`src/rtl/baud_div_pkg.sv`:
```
// Purpose: Shared constants for the baud-rate divisor block
// Assumes: 32-bit register port with byte addresses, 100 MHz clock
// Notes:   Divisor is held in units of 1/64 of a clock period
package baud_div_pkg;

  // Widths of the port and of the divisor fields
  localparam int ADDR_W = 12;
  localparam int DATA_W = 32;
  localparam int INT_W  = 16;
  localparam int FRAC_W = 6;
  localparam int DIV_W  = INT_W + FRAC_W;
  localparam int ACC_W  = DIV_W + 1;

  // Register byte offsets
  localparam logic [ADDR_W-1:0] OFS_INT_DIV  = 12'h024;
  localparam logic [ADDR_W-1:0] OFS_FRAC_DIV = 12'h028;
  localparam logic [ADDR_W-1:0] OFS_ACTIVE   = 12'h0f8;
  localparam logic [ADDR_W-1:0] OFS_STATUS   = 12'h0fc;

  // Field positions
  localparam int WHOLE_LSB    = 0;
  localparam int FRACTION_LSB = 0;
  localparam int ACT_INT_LSB  = 0;
  localparam int ACT_FRAC_LSB = 16;
  localparam int STAT_PEND    = 0;

  // Values after reset
  localparam logic [INT_W-1:0]  INT_RST  = 16'h0000;
  localparam logic [FRAC_W-1:0] FRAC_RST = 6'h00;
  localparam logic [ACC_W-1:0]  ACC_RST  = 23'h000000;

  // One clock period expressed in 1/64 units
  localparam logic [ACC_W-1:0]  FRAC_STEP = 23'h000040;

  typedef enum logic [0:0] {
    COMMIT_IDLE,
    COMMIT_WAIT
  } commit_state_e;

endpackage : baud_div_pkg

```
`src/rtl/baud_tick_gen.sv`:
```
// Purpose: Fractional divider producing the oversampling tick
// Assumes: Divisor inputs change only on the edge that ends a restart_i cycle
// Notes:   Ratio is int + frac/64 clocks per tick; int of zero gives 1
`timescale 1ns/1ps
`default_nettype none
module baud_tick_gen
  import baud_div_pkg::*;
(
  input  wire logic              clock_i,
  input  wire logic              srst_i,
  input  wire logic              restart_i,
  input  wire logic [INT_W-1:0]  div_int_i,
  input  wire logic [FRAC_W-1:0] div_frac_i,
  output logic                   tick_o
);

  logic [ACC_W-1:0] acc_q;
  logic [ACC_W-1:0] acc_d;
  logic             tick_q;
  logic             tick_d;
  logic [ACC_W-1:0] div_full;
  logic [ACC_W-1:0] sum;

  assign div_full = {1'b0, div_int_i, div_frac_i};
  assign sum      = acc_q + FRAC_STEP;

  always_comb begin
    acc_d  = sum;
    tick_d = 1'b0;
    if (div_int_i == INT_RST) begin
      // Smallest ratio: fraction has no say here
      acc_d  = ACC_RST;
      tick_d = 1'b1;
    end else if (restart_i) begin
      acc_d  = ACC_RST;
      tick_d = 1'b0;
    end else if (sum >= div_full) begin
      // Carry the remainder so the fraction averages out
      acc_d  = sum - div_full;
      tick_d = 1'b1;
    end
  end

  always_ff @(posedge clock_i) begin
    if (srst_i) begin
      acc_q  <= ACC_RST;
      tick_q <= 1'b0;
    end else begin
      acc_q  <= acc_d;
      tick_q <= tick_d;
    end
  end

  assign tick_o = tick_q;

endmodule : baud_tick_gen
`default_nettype wire

```
`src/rtl/uart_baud_divisor.sv`:
```
// Purpose: Baud divisor registers with deferred commit to the generator
// Assumes: Line control write and character status come from this clock
// Notes:   Divisor writes are held; only a line control write stages them for commit
//
// Implementation choice: the plain strobed port.
`timescale 1ns/1ps
`default_nettype none

// Notes on behaviour
// Integer divisor register, bits 15:0, read and write.
// Fractional divisor register, bits 5:0, read and write.
// Reset clears both divisor registers to zero.
// Integer divisor of zero gives ratio 1 and ignores the fraction.
// Old divisor stays in use until the current character ends.
// Software writes line control after changing a divisor.
// Divisor is latched for the generator only on line control write.
// Tick period is int plus frac/64 clocks, sixteen ticks per bit.
module uart_baud_divisor
  import baud_div_pkg::*;
(
  input  wire logic              clock_i,
  input  wire logic              srst_i,
  input  wire logic [ADDR_W-1:0] addr_i,
  input  wire logic [DATA_W-1:0] wdata_i,
  input  wire logic              wr_i,
  input  wire logic              rd_i,
  output logic      [DATA_W-1:0] rdata_o,
  input  wire logic              line_ctrl_wr_i,
  input  wire logic              line_busy_i,
  input  wire logic              char_done_i,
  output logic      [INT_W-1:0]  active_int_o,
  output logic      [FRAC_W-1:0] active_frac_o,
  output logic                   commit_pending_o,
  output logic                   baud_tick_o
);

  function automatic logic addr_hit(input logic [ADDR_W-1:0] a,
                                    input logic [ADDR_W-1:0] ofs);
    addr_hit = (a == ofs);
  endfunction : addr_hit

  // Software-visible divisor registers
  logic [INT_W-1:0]  int_reg_q;
  logic [INT_W-1:0]  int_reg_d;
  logic [FRAC_W-1:0] frac_reg_q;
  logic [FRAC_W-1:0] frac_reg_d;

  // Staged copy taken at the line control write
  logic [INT_W-1:0]  staged_int_q;
  logic [INT_W-1:0]  staged_int_d;
  logic [FRAC_W-1:0] staged_frac_q;
  logic [FRAC_W-1:0] staged_frac_d;

  // Copy the generator runs from
  logic [INT_W-1:0]  active_int_q;
  logic [INT_W-1:0]  active_int_d;
  logic [FRAC_W-1:0] active_frac_q;
  logic [FRAC_W-1:0] active_frac_d;

  commit_state_e     commit_q;
  commit_state_e     commit_d;
  logic              apply_w;

  logic [DATA_W-1:0] rdata_q;
  logic [DATA_W-1:0] rdata_d;

  logic              wr_int;
  logic              wr_frac;

  assign wr_int  = wr_i && addr_hit(addr_i, OFS_INT_DIV);
  assign wr_frac = wr_i && addr_hit(addr_i, OFS_FRAC_DIV);

  // Register file
  always_comb begin
    int_reg_d  = int_reg_q;
    frac_reg_d = frac_reg_q;
    if (wr_int) begin
      int_reg_d = wdata_i[WHOLE_LSB +: INT_W];
    end
    if (wr_frac) begin
      frac_reg_d = wdata_i[FRACTION_LSB +: FRAC_W];
    end
  end

  always_ff @(posedge clock_i) begin
    if (srst_i) begin
      int_reg_q  <= INT_RST;
      frac_reg_q <= FRAC_RST;
    end else begin
      int_reg_q  <= int_reg_d;
      frac_reg_q <= frac_reg_d;
    end
  end

  // Commit path: stage on line control write, switch at a character edge.
  // An idle line counts as a boundary so a quiet port picks it up at once.
  assign apply_w = (commit_q == COMMIT_WAIT) && (char_done_i || !line_busy_i);

  always_comb begin
    commit_d      = commit_q;
    staged_int_d  = staged_int_q;
    staged_frac_d = staged_frac_q;
    active_int_d  = active_int_q;
    active_frac_d = active_frac_q;
    case (commit_q)
      COMMIT_IDLE: begin
        commit_d = COMMIT_IDLE;
      end
      COMMIT_WAIT: begin
        if (apply_w) begin
          active_int_d  = staged_int_q;
          active_frac_d = staged_frac_q;
          commit_d      = COMMIT_IDLE;
        end
      end
      default: begin
        commit_d = COMMIT_IDLE;
      end
    endcase
    // A line control write beside an apply wins, so it is not lost
    if (line_ctrl_wr_i) begin
      staged_int_d  = int_reg_q;
      staged_frac_d = frac_reg_q;
      commit_d      = COMMIT_WAIT;
    end
  end

  always_ff @(posedge clock_i) begin
    if (srst_i) begin
      commit_q      <= COMMIT_IDLE;
      staged_int_q  <= INT_RST;
      staged_frac_q <= FRAC_RST;
      active_int_q  <= INT_RST;
      active_frac_q <= FRAC_RST;
    end else begin
      commit_q      <= commit_d;
      staged_int_q  <= staged_int_d;
      staged_frac_q <= staged_frac_d;
      active_int_q  <= active_int_d;
      active_frac_q <= active_frac_d;
    end
  end

  // Read port: data valid only the cycle after the strobe, zero otherwise
  always_comb begin
    rdata_d = '0;
    if (rd_i) begin
      if (addr_hit(addr_i, OFS_INT_DIV)) begin
        rdata_d[WHOLE_LSB +: INT_W] = int_reg_q;
      end else if (addr_hit(addr_i, OFS_FRAC_DIV)) begin
        rdata_d[FRACTION_LSB +: FRAC_W] = frac_reg_q;
      end else if (addr_hit(addr_i, OFS_ACTIVE)) begin
        rdata_d[ACT_INT_LSB +: INT_W]   = active_int_q;
        rdata_d[ACT_FRAC_LSB +: FRAC_W] = active_frac_q;
      end else if (addr_hit(addr_i, OFS_STATUS)) begin
        rdata_d[STAT_PEND] = (commit_q == COMMIT_WAIT);
      end
    end
  end

  always_ff @(posedge clock_i) begin
    if (srst_i) begin
      rdata_q <= '0;
    end else begin
      rdata_q <= rdata_d;
    end
  end

  // Restart on apply so the old phase does not leak into the new rate
  baud_tick_gen u_tick_gen (
    .clock_i    (clock_i),
    .srst_i     (srst_i),
    .restart_i  (apply_w),
    .div_int_i  (active_int_q),
    .div_frac_i (active_frac_q),
    .tick_o     (baud_tick_o)
  );

  assign rdata_o          = rdata_q;
  assign active_int_o     = active_int_q;
  assign active_frac_o    = active_frac_q;
  assign commit_pending_o = (commit_q == COMMIT_WAIT);

  // Checks

  a_reset_clear: assert property (
    @(posedge clock_i) srst_i |=> (int_reg_q == INT_RST) && (frac_reg_q == FRAC_RST)
                                 && (active_int_q == INT_RST))
    else $error("divisor registers not cleared by reset");

  a_int_write: assert property (
    @(posedge clock_i) disable iff (srst_i)
    wr_i && (addr_i == OFS_INT_DIV)
      |=> int_reg_q == $past(wdata_i[15:0]))
    else $error("integer divisor write not stored");

  a_frac_write: assert property (
    @(posedge clock_i) disable iff (srst_i)
    wr_i && (addr_i == OFS_FRAC_DIV)
      |=> frac_reg_q == $past(wdata_i[5:0]))
    else $error("fractional divisor write not stored");

  a_int_readback: assert property (
    @(posedge clock_i) disable iff (srst_i)
    rd_i && (addr_i == OFS_INT_DIV)
      |=> rdata_o == {16'h0000, $past(int_reg_q)})
    else $error("integer divisor readback wrong");

  a_frac_readback: assert property (
    @(posedge clock_i) disable iff (srst_i)
    rd_i && (addr_i == OFS_FRAC_DIV)
      |=> rdata_o == {26'h0000000, $past(frac_reg_q)})
    else $error("fractional divisor readback wrong");

  // Reset leaves the tick low at the release edge, so start after it
  a_min_ratio: assert property (
    @(posedge clock_i) disable iff (srst_i)
    !srst_i && (active_int_q == 16'h0000) ##1 (active_int_q == 16'h0000) |-> baud_tick_o)
    else $error("zero integer divisor must tick every cycle");

  a_hold_no_commit: assert property (
    @(posedge clock_i) disable iff (srst_i)
    !apply_w |=> $stable(active_int_q) && $stable(active_frac_q))
    else $error("active divisor changed without a commit");

  a_hold_mid_char: assert property (
    @(posedge clock_i) disable iff (srst_i)
    line_busy_i && !char_done_i |=> $stable(active_int_q) && $stable(active_frac_q))
    else $error("active divisor changed inside a character");

  a_stage_on_lcr: assert property (
    @(posedge clock_i) disable iff (srst_i)
    line_ctrl_wr_i |=> commit_pending_o
                       && (staged_int_q == $past(int_reg_q))
                       && (staged_frac_q == $past(frac_reg_q)))
    else $error("line control write did not stage the divisor");

  a_commit_idle: assert property (
    @(posedge clock_i) disable iff (srst_i)
    commit_pending_o && !line_busy_i && !line_ctrl_wr_i
      |=> !commit_pending_o && (active_int_q == $past(staged_int_q))
          && (active_frac_q == $past(staged_frac_q)))
    else $error("staged divisor not applied on idle line");

  a_tick_period: assert property (
    @(posedge clock_i) disable iff (srst_i)
    baud_tick_o && !apply_w && (active_int_q == 16'h0002)
      && (active_frac_q == 6'h00) ##1 !apply_w
      |-> !baud_tick_o ##1 baud_tick_o)
    else $error("divide by two tick spacing wrong");

  // Register port and commit bookkeeping
  a_rdata_idle: assert property (
    @(posedge clock_i) disable iff (srst_i)
    !rd_i |=> rdata_o == '0)
    else $error("read data not cleared after the read cycle");

  a_other_write: assert property (
    @(posedge clock_i) disable iff (srst_i)
    wr_i && (addr_i != OFS_INT_DIV) && (addr_i != OFS_FRAC_DIV)
      |=> $stable(int_reg_q) && $stable(frac_reg_q))
    else $error("write to another address changed a divisor");

  a_status_read: assert property (
    @(posedge clock_i) disable iff (srst_i)
    rd_i && (addr_i == OFS_STATUS)
      |=> rdata_o == {31'h0, $past(commit_pending_o)})
    else $error("status readback wrong");

  a_active_read: assert property (
    @(posedge clock_i) disable iff (srst_i)
    rd_i && (addr_i == OFS_ACTIVE)
      |=> rdata_o == {10'h0, $past(active_frac_q), $past(active_int_q)})
    else $error("active divisor view wrong");

  a_pending_holds: assert property (
    @(posedge clock_i) disable iff (srst_i)
    commit_pending_o && line_busy_i && !char_done_i |=> commit_pending_o)
    else $error("pending divisor dropped inside a character");

  a_reset_quiet: assert property (
    @(posedge clock_i) srst_i |=> !commit_pending_o && !baud_tick_o && (rdata_o == '0))
    else $error("control state not cleared by reset");

  a_restart_quiet: assert property (
    @(posedge clock_i) disable iff (srst_i)
    apply_w && (active_int_q != 16'h0000) |=> !baud_tick_o)
    else $error("tick issued in the cycle of a divisor switch");

  c_commit_at_char_end: cover property (
    @(posedge clock_i) disable iff (srst_i)
    commit_pending_o && line_busy_i ##1 commit_pending_o && char_done_i
      ##1 !commit_pending_o);

  c_stage_while_apply: cover property (
    @(posedge clock_i) disable iff (srst_i)
    apply_w && line_ctrl_wr_i);

  c_frac_tick: cover property (
    @(posedge clock_i) disable iff (srst_i)
    baud_tick_o && (active_frac_q != 6'h00) && (active_int_q != 16'h0000));

  c_write_then_lcr: cover property (
    @(posedge clock_i) disable iff (srst_i)
    wr_i && (addr_i == OFS_INT_DIV) ##[1:8] line_ctrl_wr_i);

endmodule : uart_baud_divisor
`default_nettype wire

```
`config.mk`:
```
export PLATFORM = sky130hd
export DESIGN_NAME = uart_baud_divisor
export DESIGN_NICKNAME = d
export VERILOG_FILES = /design/src/rtl/baud_div_pkg.sv /design/src/rtl/baud_tick_gen.sv /design/src/rtl/uart_baud_divisor.sv
export SDC_FILE = /design/constraint.sdc
export NUM_CORES = 1
export LEC_CHECK = 0
export BUFFER_PORTS_ARGS = -buffer_cell sky130_fd_sc_hd__buf_2
export CAP_MARGIN = 40
export CORE_MARGIN = 2
export CORE_UTILIZATION = 51
export CTS_CLUSTER_DIAMETER = 80
export CTS_CLUSTER_SIZE = 30
export DETAILED_ROUTE_END_ITERATION = 16
export PLACE_DENSITY = 0.75
export REMOVE_ABC_BUFFERS = 1
export SYNTH_ARGS = -nofsm -noshare
export SYNTH_HDL_FRONTEND = slang
export SYNTH_HIERARCHICAL = 1
export SYNTH_SLANG_ARGS = --single-unit
export TNS_END_PERCENT = 50
```
`constraint.sdc`:
```
create_clock -name clock_i -period 2.9 [get_ports clock_i]
set_input_delay 0.29 -clock clock_i [delete_from_list [all_inputs] [get_ports clock_i]]
set_output_delay 0.29 -clock clock_i [all_outputs]
set_load 0.005 [all_outputs]
```
### After elaboration in Yosys (flattened, before gate mapping)

Cells that the tools add are included.

* eq/ne operators: 4
* magnitude comparators: 1
* multiplexer cells: 13
* bitwise gates (word level): 3
* reductions and logical operators: 10
* add/subtract/negate cells: 2

Operators by type and width (count)
* 2-to-1 mux 16 bit: 2
* == test 12 x 6 -> 1 bit, second input constant: 2
* == test 12 x 8 -> 1 bit, second input constant: 2
* adder 23 x 7 -> 23 bit, second input constant: 1
* greater-or-equal comparator 23 x 22 -> 1 bit: 1
* 2-to-1 mux 23 bit: 1
* subtractor 23 x 22 -> 23 bit: 1
* 2-to-1 mux 21 bit: 1
* zero test 16 bit: 1
* 2-to-1 mux 1 bit: 7
* 2-to-1 mux 6 bit: 1
* OR reduction 5 bit: 1
* logical AND 1 bit: 3
* NOT 1 bit: 3
* OR reduction 3 bit: 1
* case mux 1 bit (2 select lines): 1
* AND reduction 2 bit: 1
* OR reduction 2 bit: 1
* zero test 1 bit: 1
* logical OR 1 bit: 1

* bits of input ports: 51
* output and inout bits: 56
* bits in registers: 123
* logic and storage cells: 45

### Depth between registers and ports, before layout

Gate-level depths: netlist of run 1.

* word-level depth: 6
* mapped depth: 16
* gate-level depth less buffers: 14

### By module

Netlist of run 1, hierarchy kept.

By module, submodules not included
* uart_baud_divisor: area each 3585.9 sq um, cells each 384, sequential area each 1781.7 sq um, instances 1
* baud_tick_gen: area each 2384.8 sq um, cells each 294, sequential area each 480.5 sq um, instances 1

### Worst setup path after synthesis of run 1

No wires, ideal clock.

* path kind: flip-flop to flip-flop
* start point: register u_tick_gen.acc_q[6]
* end point: register u_tick_gen.acc_q[8]
* stages on the path, launching flop included: 16
* setup time: 0.128 ns
* period minus slack after synthesis: 3.167 ns
* slack: -0.267 ns
* data required time: 2.772 ns
* path buffers: 2
* arrival time: 3.039 ns
* cell sequence: dfxtp_1 > ha_1 > nand3_1 > or2_2 > xnor2_1 > ha_1 > and3_4 > and3_4 > o2111ai_1 > a21oi_2 > o21ai_1 > a21oi_2 > buf_6 > buf_8 > mux2i_1 > nor2_1

* longest elaborated chain between the ends: 3
* elaborated cells on any way between the ends: 4
* those cells by class: add/sub (2); order compare (1); mux (1)

RTL lines
* start, declared: line baud_tick_gen.sv:17 `logic [ACC_W-1:0] acc_q;`
* start signal, assigned: line baud_tick_gen.sv:46 `acc_q <= ACC_RST;`
* start signal, assigned: line baud_tick_gen.sv:49 `acc_q <= acc_d;`
* adder 23 x 7 -> 23 bit *: line baud_tick_gen.sv:25 `assign sum = acc_q + FRAC_STEP;`
* subtractor 23 x 22 -> 23 bit / greater-or-equal comparator 23 x 22 -> 1 bit (equally long branches): line baud_tick_gen.sv:39, baud_tick_gen.sv:37
* 2-to-1 mux 23 bit *: line baud_tick_gen.sv:37 `end else if (sum >= div_full) begin`

Mark *: on every way between the ends. The rest lies on a longest branch, timed or not.
A chain may end at the register's enable or synchronous reset.

### Worst setup path in the final report of run 1

* start point: register u_tick_gen.acc_q[7]
* end point: register u_tick_gen.acc_q[12]

Same word-level chain as after synthesis.

==> impl_metrics.ini, run 1 <==
[global_route]
grt_pass1_wl_um = 27700
grtUsageTotal_pct = 27.4
grt.overflow.total = 0
grt_pass1_vias = 5774
antenna_found_initial = 0
grt_max_degree = 85

[timing]
setup_violations = 23
worstMarginPinSlew_ns = 0.871
rsz0062_at_grt = true
finalHoldViolCount = 0
maxSlewViolCount = 0
period_needed_ns = 3.17
setup_tns_ns = -4.25
fin_hold_ws_ns = 0.128
post-route-period-util_pct = 109
fin_ws_ns = -0.266
relSlewSlack_pct = 41.5
fin_worst_skew_ns = 0.00509
max_clock_freq_ghz = 0.316

[die]
initial_utilization_pct = 52.3
core_mm2 = 0.0114
die_y_um = 112
die_width_um = 112
dieArea_mm2 = 0.0126
fp-row-count = 39
io_pins = 107

[clocking]
cts_buffers = 17
clk_pin_slew_worst_paths_ns = 0.06
clock_sinks = 113
cts_tree = yes
cts_buffer_depth = 2
postCtsHoldBufs = 0
cts_max_level = 4
cts_root_buf = clkbuf_16
worstSkewPairLatency_ns = 0.42

[routing]
drc = 0
dr.pass1.iters = 5
drtIter0Drc = 390
via_count = 5571
routed_wirelength_um = 17400
wl_per_cell_um = 17.8
detail-route-antenna-nets = 0
vias_per_cell = 5.70

[synthesis]
synth_area_per_cell_um2 = 8.81
ys_ff_latch = 113
yosysMostFrequentCell = dfxtp_1
ys_warn_count = 6
syn_inst = 678
synthesis.area_mm2 = 0.00597
synthTopCellsByCount = dfxtp_1, mux2i_1, nor2_1, inv_1, nand2b_1
synth.distinct_cells = 63
synth_seq_area_share_pct = 37.9
async_flop_share_pct = 0
netlist.area_leader.share_pct = 37.9
yosys.area.top_type = dfxtp_1
ys_top_cells_by_area = dfxtp_1, mux2i_1, ha_1, nand2b_1, nor2_1
synth_edf_count = 0
synthFlopType = dfxtp_1

[min_path]
hp-class = primary input to register

[pwr]
fin_total_pwr_mw = 3.99
p_leak_nw = 3.46
ir_drop_mv = 0.550
cellPowerDensity_mw_per_mm2 = 497

[placed_design]
globalplace.congestion = 0.896
dpl.hpwl_um = 11000
dp_slack_ns = -0.412
portBuffers = 80

[cells_and_area]
fin_nets = 897
diodes = 0
layout-drive-gt1-share_pct = 31.6
synthToLayoutAreaGrowth_pct = 34.6

[critical_path]
path_cells = ha_4, nand3_2, buf_6, nor4_4, buf_4, xor2_4, ha_4, a21o_1, a21oi_2, nor2b_4, and3_4, a21oi_4, buf_4, buf_8, mux2i_1, nor2_1
cp.required_ns = 3.17
start_kind = register
end_kind = register
critPathKind = register to register
cp_data_arrival_time_ns = 3.43
critPathMaxStageDelay_ns = 0.37
cp_slowest_cell = dfxtp_4
critical_path_peak_fanout = 6

[status]
outcome = finished, violations left
violations = setup timing

[run]
max_cap_violations = 0
-- flip-flops by register name, indices dropped and copies added, names as in the netlist --
name               count
u_tick_gen/acc_q      23
rdata_o               22
active_int_o          16
int_reg_q             16
staged_int_q          16
active_frac_o          6
frac_reg_q             6
staged_frac_q          6
commit_pending_o       1
u_tick_gen/tick_o      1
-- layout make-up --
| class | instances | area, um2 |
|---|---|---|
| multi-input combinational | 476 | 3630 |
| tap | 143 | 179 |
| fill | 830 | 3380 |
| clock inverter | 15 | 231 |
| inverter | 51 | 191 |
| clock buffer | 17 | 425 |
| timing repair buffer | 163 | 1100 |
| sequential | 113 | 2270 |
-- routing by layer --
metal  vias to the layer above  share of wire (%)  track usage, %
met1                      2667                 40            32.2
li1                       2632                  -               -
met4                         0                2.9            13.7
met3                        45                5.6            5.94
met2                       227                 51            47.1
met5                         -                  0               0
-- critical path: cells and delay by family, from the launching register on --
family,cells,cell delay (ns)
and+or+nand+nor,5,0.82
buffers and inverters,4,0.64
AOI/OAI and AO/OA,3,0.44
DFF,1,0.37
adders and majority gates,2,0.37
xor gates and xnor gates,1,0.20
muxes,1,0.17
-- where the power goes --
group | total, mW | internal, mW | switching (mW)
clock | 2.31 | 1.53 | 0.778
combinational | 0.127 | 0.0473 | 0.0793
sequential | 1.55 | 1.55 | 0.000594
total | 3.99 | 3.13 | 0.858
-- repair_timing --
action	4_1_cts	5_1_grt
cloned	2	1
setup buffers	15	4
resized for setup	58	13
endpoints found under the setup margin	24	24
pin swaps	29	12
-- cell families (layout without fill, tap and decap cells) --
| group | count (synthesis) | count (layout) | share of synthesized area, % |
|---|---|---|---|
| xor+xnor | 34 | 34 | 4.99 |
| buf+inv | 98 | 246 | 7.40 |
| other cells | 1 | 10 | 0.0628 |
| mux | 58 | 58 | 9.74 |
| flops | 113 | 113 | 37.9 |
| compound gates | 133 | 133 | 15.4 |
| fa+ha+maj | 24 | 24 | 5.16 |
| simple gates | 217 | 217 | 19.4 |
-- worst paths after layout --
kind	startpoint	end	slack, ns	cells after the start
setup / recovery	u_tick_gen/acc_q[7]	u_tick_gen/acc_q[12]	-0.27	16
hold / removal	wdata_i[6]	int_reg_q[6]	0.13	3
setup reg to reg	u_tick_gen/acc_q[7]	u_tick_gen/acc_q[12]	-0.27	16
hold reg to reg	staged_int_q[2]	active_int_o[2]	0.47	2
-- through the flow --
step / instances / cell area (um2) / utilization [%]
2_1_floorplan: 640 / 5750 / -
3_3_place_gp: 925 / 6820 / 59.8
3_5_place_dp: 926 / 6840 / 59.9
4_1_cts: 975 / 7970 / 69.8
5_1_grt: 978 / 8040 / 70.4
6_report: 978 / 8040 / 70.4
-- cells in the final DEF (no fill, tap or decap), drive strengths merged, types with 15 or more instances in the layout --
| cell type | netlist | layout |
|---|---|---|
| xnor2 | 24 | 24 |
| clkbuf | 26 | 18 |
| inv | 51 | 54 |
| nor2 | 58 | 58 |
| buf | 21 | 162 |
| ha | 23 | 23 |
| a21oi | 37 | 37 |
| mux2i | 57 | 57 |
| o32ai | 15 | 15 |
| dfxtp | 113 | 113 |
| nand3 | 38 | 38 |
| o21ai | 34 | 34 |
| nand2 | 28 | 28 |
| nand2b | 46 | 46 |
Note: power is estimated with default switching activity, not from simulation.
==> run 2: changes to the inputs <==
--- a/config.mk
+++ b/config.mk
@@ -7,6 +7,7 @@
 export LEC_CHECK = 0
 export BUFFER_PORTS_ARGS = -buffer_cell sky130_fd_sc_hd__buf_2
 export CAP_MARGIN = 40
+export CORE_ASPECT_RATIO = 1.75
 export CORE_MARGIN = 2
 export CORE_UTILIZATION = 51
 export CTS_CLUSTER_DIAMETER = 80
==> impl_metrics.ini, run 2 (synthesis results as in run 1) <==
[critical_path]
path_cells = nand2_2, nor2_2, and2_4, buf_6, nand4_1, xnor2_2, ha_1, nand3_2, nor4_4, buf_4, a32oi_4, and3_4, a21oi_4, buf_12, buf_16, mux2i_1, nor2_1
start_kind = register
end_kind = register
critical_path_peak_fanout = 6
cp.required_ns = 3.17
cp_slowest_cell = dfxtp_4
critPathKind = register to register
critPathMaxStageDelay_ns = 0.37
cp_data_arrival_time_ns = 3.49

[min_path]
hp-class = primary input to register

[routing]
routed_wirelength_um = 18100
dr.pass1.iters = 11
wl_per_cell_um = 18.7
detail-route-antenna-nets = 0
vias_per_cell = 5.82
drtIter0Drc = 332
via_count = 5626
drc = 4

[global_route]
grt.overflow.total = 0
grtUsageTotal_pct = 28.1
grt_max_degree = 83
grt_pass1_vias = 5753
antenna_found_initial = 0
grt_pass1_wl_um = 27900

[die]
fp-row-count = 52
initial_utilization_pct = 51.8
core_mm2 = 0.0115
die_width_um = 85.8
dieArea_mm2 = 0.0126
die_y_um = 147
io_pins = 107

[placed_design]
portBuffers = 80
globalplace.congestion = 0.977
dpl.hpwl_um = 12000

[cells_and_area]
top_register = u_tick_gen/acc_q
layout-drive-gt1-share_pct = 31.5
fin_util_pct = 70.1
layout_commonest_cell = dfxtp_1
largest_reg_flops = 23
synthToLayoutAreaGrowth_pct = 35.2
fin_nets = 894
final_cell_mix = dfxtp_1, buf_2, buf_4
diodes = 0

[pwr]
ir_drop_mv = 0.445
cellPowerDensity_mw_per_mm2 = 506
fin_total_pwr_mw = 4.09
p_leak_nw = 3.49

[timing]
fin_ws_ns = -0.320
fin_worst_skew_ns = 0.00978
post-route-period-util_pct = 111
relSlewSlack_pct = 46.4
finalHoldViolCount = 0
max_clock_freq_ghz = 0.311
setup_violations = 24
period_needed_ns = 3.22
maxSlewViolCount = 0
setup_tns_ns = -5.94
worstMarginPinSlew_ns = 0.801
rsz0062_at_grt = true

[clocking]
cts_root_buf = clkbuf_16
cts_tree = yes
cts_buffers = 17
cts_max_level = 4
cts_buffer_depth = 2
clk_pin_slew_worst_paths_ns = 0.05
clock_sinks = 113
worstSkewPairLatency_ns = 0.42
postCtsHoldBufs = 0

[status]
violations = DRC, setup timing
outcome = finished, violations left

[run]
max_cap_violations = 0
## run 2: cell types whose count changed in the layout (fill, tap and decap cells not counted), moves of 2 or more
| cell | change |
|---|---|
| clkbuf_8 | +3 |
| o22ai_1 | -3 |
| o21ai_4 | +2 |
| clkinvlp_4 | -2 |
| nor2_1 | +2 |
| o22ai_2 | +3 |
| buf_6 | -2 |
| inv_6 | -3 |
| clkbuf_1 | +2 |
| nor2_2 | -4 |
| o21ai_2 | -2 |
| clkinv_4 | -2 |
| nor2_4 | +2 |
## run 2: stage by stage
step / worst slack [ns] / instance area, um2 / cells / hold slack [ns]
after floorplan: -1.01 / 5750 / 640 / 0.359
after global placement: -0.593 / 6820 / 920 / 0.449
after detailed placement: -0.641 / 6840 / 921 / 0.460
after CTS: -0.325 / 7770 / 963 / 0.126
after global routing: -0.448 / 8080 / 966 / 0.139
final: -0.320 / 8080 / 966 / 0.126
## run 2: worst paths after layout
| kind | start | to | slack (ns) | cells after the start |
|---|---|---|---|---|
| max | u_tick_gen/acc_q[7] | u_tick_gen/acc_q[11] | -0.32 | 17 |
| min | wdata_i[13] | int_reg_q[13] | 0.13 | 3 |
| max reg2reg | u_tick_gen/acc_q[7] | u_tick_gen/acc_q[11] | -0.32 | 17 |
| min reg2reg | staged_int_q[7] | active_int_o[7] | 0.47 | 2 |
## run 2: repair_timing
action | 4_1_cts | 5_1_grt
gates resized for setup | 30 | 49
endpoints found under the setup margin | 24 | 24
cloned | 2 | 0
buffers inserted | 9 | 6
pin swaps | 19 | 29
hold endpoints to repair | 0 | 0
## run 2: area by class of cell
| class | instances | area [um2] |
|---|---|---|
| multi-input combinational | 476 | 3690 |
| sequential | 113 | 2270 |
| clock inverter | 9 | 203 |
| inverter | 51 | 191 |
| fill | 845 | 3440 |
| tap | 135 | 169 |
| timing repair buffer | 160 | 1070 |
| clock buffer | 22 | 474 |
## run 2: critical path: cells and delay by family (launching register included)
kind	cells	cell delay, ns
AO/OA/AOI/OAI	2	0.31
flip-flops	1	0.37
multiplexers	1	0.19
AND/OR/NAND/NOR	8	1.11
adder cells (fa/ha/maj)	1	0.35
buffers and inverters	4	0.53
XOR/XNOR	1	0.20
## run 2: where the power goes
group	switching, mW	total [mW]	internal, mW
combinational	0.0803	0.128	0.0480
sequential	0.000771	1.55	1.55
clock	0.728	2.40	1.67
total	0.809	4.09	3.28
## run 2: per-layer routing
metal / up-vias / routed length (um) / GRT usage [%]
met5: - / 0 / 0
met4: 0 / 965 / 18.3
met3: 68 / 718 / 4.78
met2: 224 / 9810 / 51.0
met1: 2706 / 6570 / 29.0
li1: 2628 / - / -
==> run 3: changes to the inputs <==
--- a/config.mk
+++ b/config.mk
@@ -13,6 +13,7 @@
 export CTS_CLUSTER_DIAMETER = 80
 export CTS_CLUSTER_SIZE = 30
 export DETAILED_ROUTE_END_ITERATION = 16
+export MAX_ROUTING_LAYER = met4
 export PLACE_DENSITY = 0.75
 export REMOVE_ABC_BUFFERS = 1
 export SYNTH_ARGS = -nofsm -noshare
==> impl_metrics.ini, run 3 (synthesis results as in run 1) <==
[die]
die_y_um = 147
fp-row-count = 52
core_mm2 = 0.0115
io_pins = 107
dieArea_mm2 = 0.0126
initial_utilization_pct = 51.8
die_width_um = 85.8

[placed_design]
dpl.hpwl_um = 12100
globalplace.congestion = 1.00
portBuffers = 80
dp_slack_ns = -0.660
dpl_cell_area_mm2 = 0.00685

[pwr]
ir_drop_mv = 0.518
p_leak_nw = 3.39
p_switching_mw = 0.878
seq_power_share_pct = 42.1
p_int_mw = 2.81
swShare_pct = 23.8
cellPowerDensity_mw_per_mm2 = 468
pwr-share-comb_pct = 3.5
p_clk_share_pct = 54.4

[critical_path]
cp.required_ns = 3.22
crit_family = simple AND/OR/NAND/NOR gates
path_cells = ha_4, nand3_4, buf_6, nor4_4, nand3_2, xnor2_2, ha_1, and4_4, a32oi_4, nand2_2, o21ai_4, a21oi_4, buf_6, buf_16, buf_6, a211oi_2
critical_path_peak_fanout = 5
end_kind = register
critPathMaxStageDelay_ns = 0.42
cp-startpoint = u_tick_gen/acc_q[7]
critPathKind = register to register
worst-path-buf-inv = 4
cp_slowest_cell = nor4_4
r2r-start = u_tick_gen/acc_q[7]
cp_data_arrival_time_ns = 3.60
start_kind = register
crit_top_cell = buf_6

[timing]
setup_violations = 24
rsz0062_at_grt = true
post-route-period-util_pct = 113
max_clock_freq_ghz = 0.305
period_needed_ns = 3.28
relSlewSlack_pct = 38.5
setup_tns_ns = -6.40
maxSlewViolCount = 0
worstMarginPinSlew_ns = 0.915
fin_ws_ns = -0.380
finalHoldViolCount = 0
fin_worst_skew_ns = 0.00978

[cells_and_area]
synthToLayoutAreaGrowth_pct = 31.9
fin_area_mm2 = 0.00787
top_register = u_tick_gen/acc_q
diodes = 0
layout_commonest_cell = dfxtp_1
layout-drive-gt1-share_pct = 31.0
final_cell_mix = dfxtp_1, buf_2, buf_4
fin_nets = 895
largest_reg_flops = 23

[routing]
dr.pass1.iters = 11
vias_per_cell = 5.85
drc = 4
detail-route-antenna-nets = 0
via_count = 5659
wl_per_cell_um = 18.9
routed_wirelength_um = 18300
drtIter0Drc = 257

[global_route]
grtUsageTotal_pct = 29.6
top_usage_layer = met2
use_met3_pct = 5.28
met2_usage_pct = 50.3
use_met1_pct = 29.8
antenna_found_initial = 0
grt_pass1_wl_um = 28100
grt_pass1_vias = 5716
grt_max_degree = 83
grt.overflow.total = 0

[clocking]
worstSkewPairLatency_ns = 0.42
cts_max_level = 4
clk_pin_slew_worst_paths_ns = 0.06
cts_tree = yes
postCtsHoldBufs = 0
cts_root_buf = clkbuf_16
clock_sinks = 113
cts_buffers = 17
cts_buffer_depth = 2

[status]
outcome = finished, violations left
violations = DRC, setup timing

[min_path]
hp-class = primary input to register
worstHoldStart = wdata_i[6]

[run]
max_cap_violations = 0
## run 3: cell count changes in the layout (fill, tap and decap cells not counted), sizes merged
cell | before | now
bufinv | 6 | 1
inv | 51 | 55
clkinv | 3 | 5
buf | 160 | 161
clkinvlp | 0 | 4
clkbuf | 22 | 18
## run 3: worst min-delay path: cells and delay by family
kind	cells	cell delay, ns
mux	1	0.06
simple gates	1	0.05
buf+inv	1	0.10
## run 3: power groups by stage
stage               Sequential [mW]  Clock [mW]  Combinational [mW]
finish                         1.55        2.01               0.129
global route                   1.55        2.08               0.139
CTS                            1.55        2.02               0.126
detailed placement             1.59           0               0.125
global placement               1.59           0               0.120
floorplan                      1.59           0              0.0464
## run 3: worst paths after layout
check / end / slack, ns / cells after the start
max: u_tick_gen/acc_q[17] / -0.38 / 16
min: int_reg_q[6] / 0.13 / 3
max reg2reg: u_tick_gen/acc_q[17] / -0.38 / 16
min reg2reg: active_int_o[8] / 0.47 / 2
## run 3: layout make-up
type | count | area, um2
timing repair buffer | 161 | 1090
clock inverter | 14 | 131
sequential | 113 | 2280
inverter | 51 | 191
tap | 135 | 169
multi-input combinational | 476 | 3580
fill | 882 | 3640
clock buffer | 18 | 439
## run 3: stage by stage
| stage | hold slack [ns] | power (mW) | utilization [%] | cells |
|---|---|---|---|---|
| floorplan | 0.359 | 1.64 | - | 640 |
| global placement | 0.449 | 1.71 | 59.3 | 921 |
| detailed placement | 0.458 | 1.71 | 59.5 | 922 |
| CTS | 0.121 | 3.70 | 67.1 | 966 |
| global route | 0.136 | 3.78 | 68.4 | 968 |
| finish | 0.131 | 3.69 | 68.4 | 968 |
## run 3: timing repair
item,4_1_cts,5_1_grt
setup buffers,9,3
gates cloned,3,0
pin swaps,26,15
setup endpoints to repair,24,24
resized for setup,41,25
hold endpoints to repair,0,0
## run 3: metal layers
metal / vias up / routed length, um
met3: 86 / 853
met4: 0 / 1090
met2: 234 / 9960
li1: 2639 / -
met5: - / 0
met1: 2700 / 6430
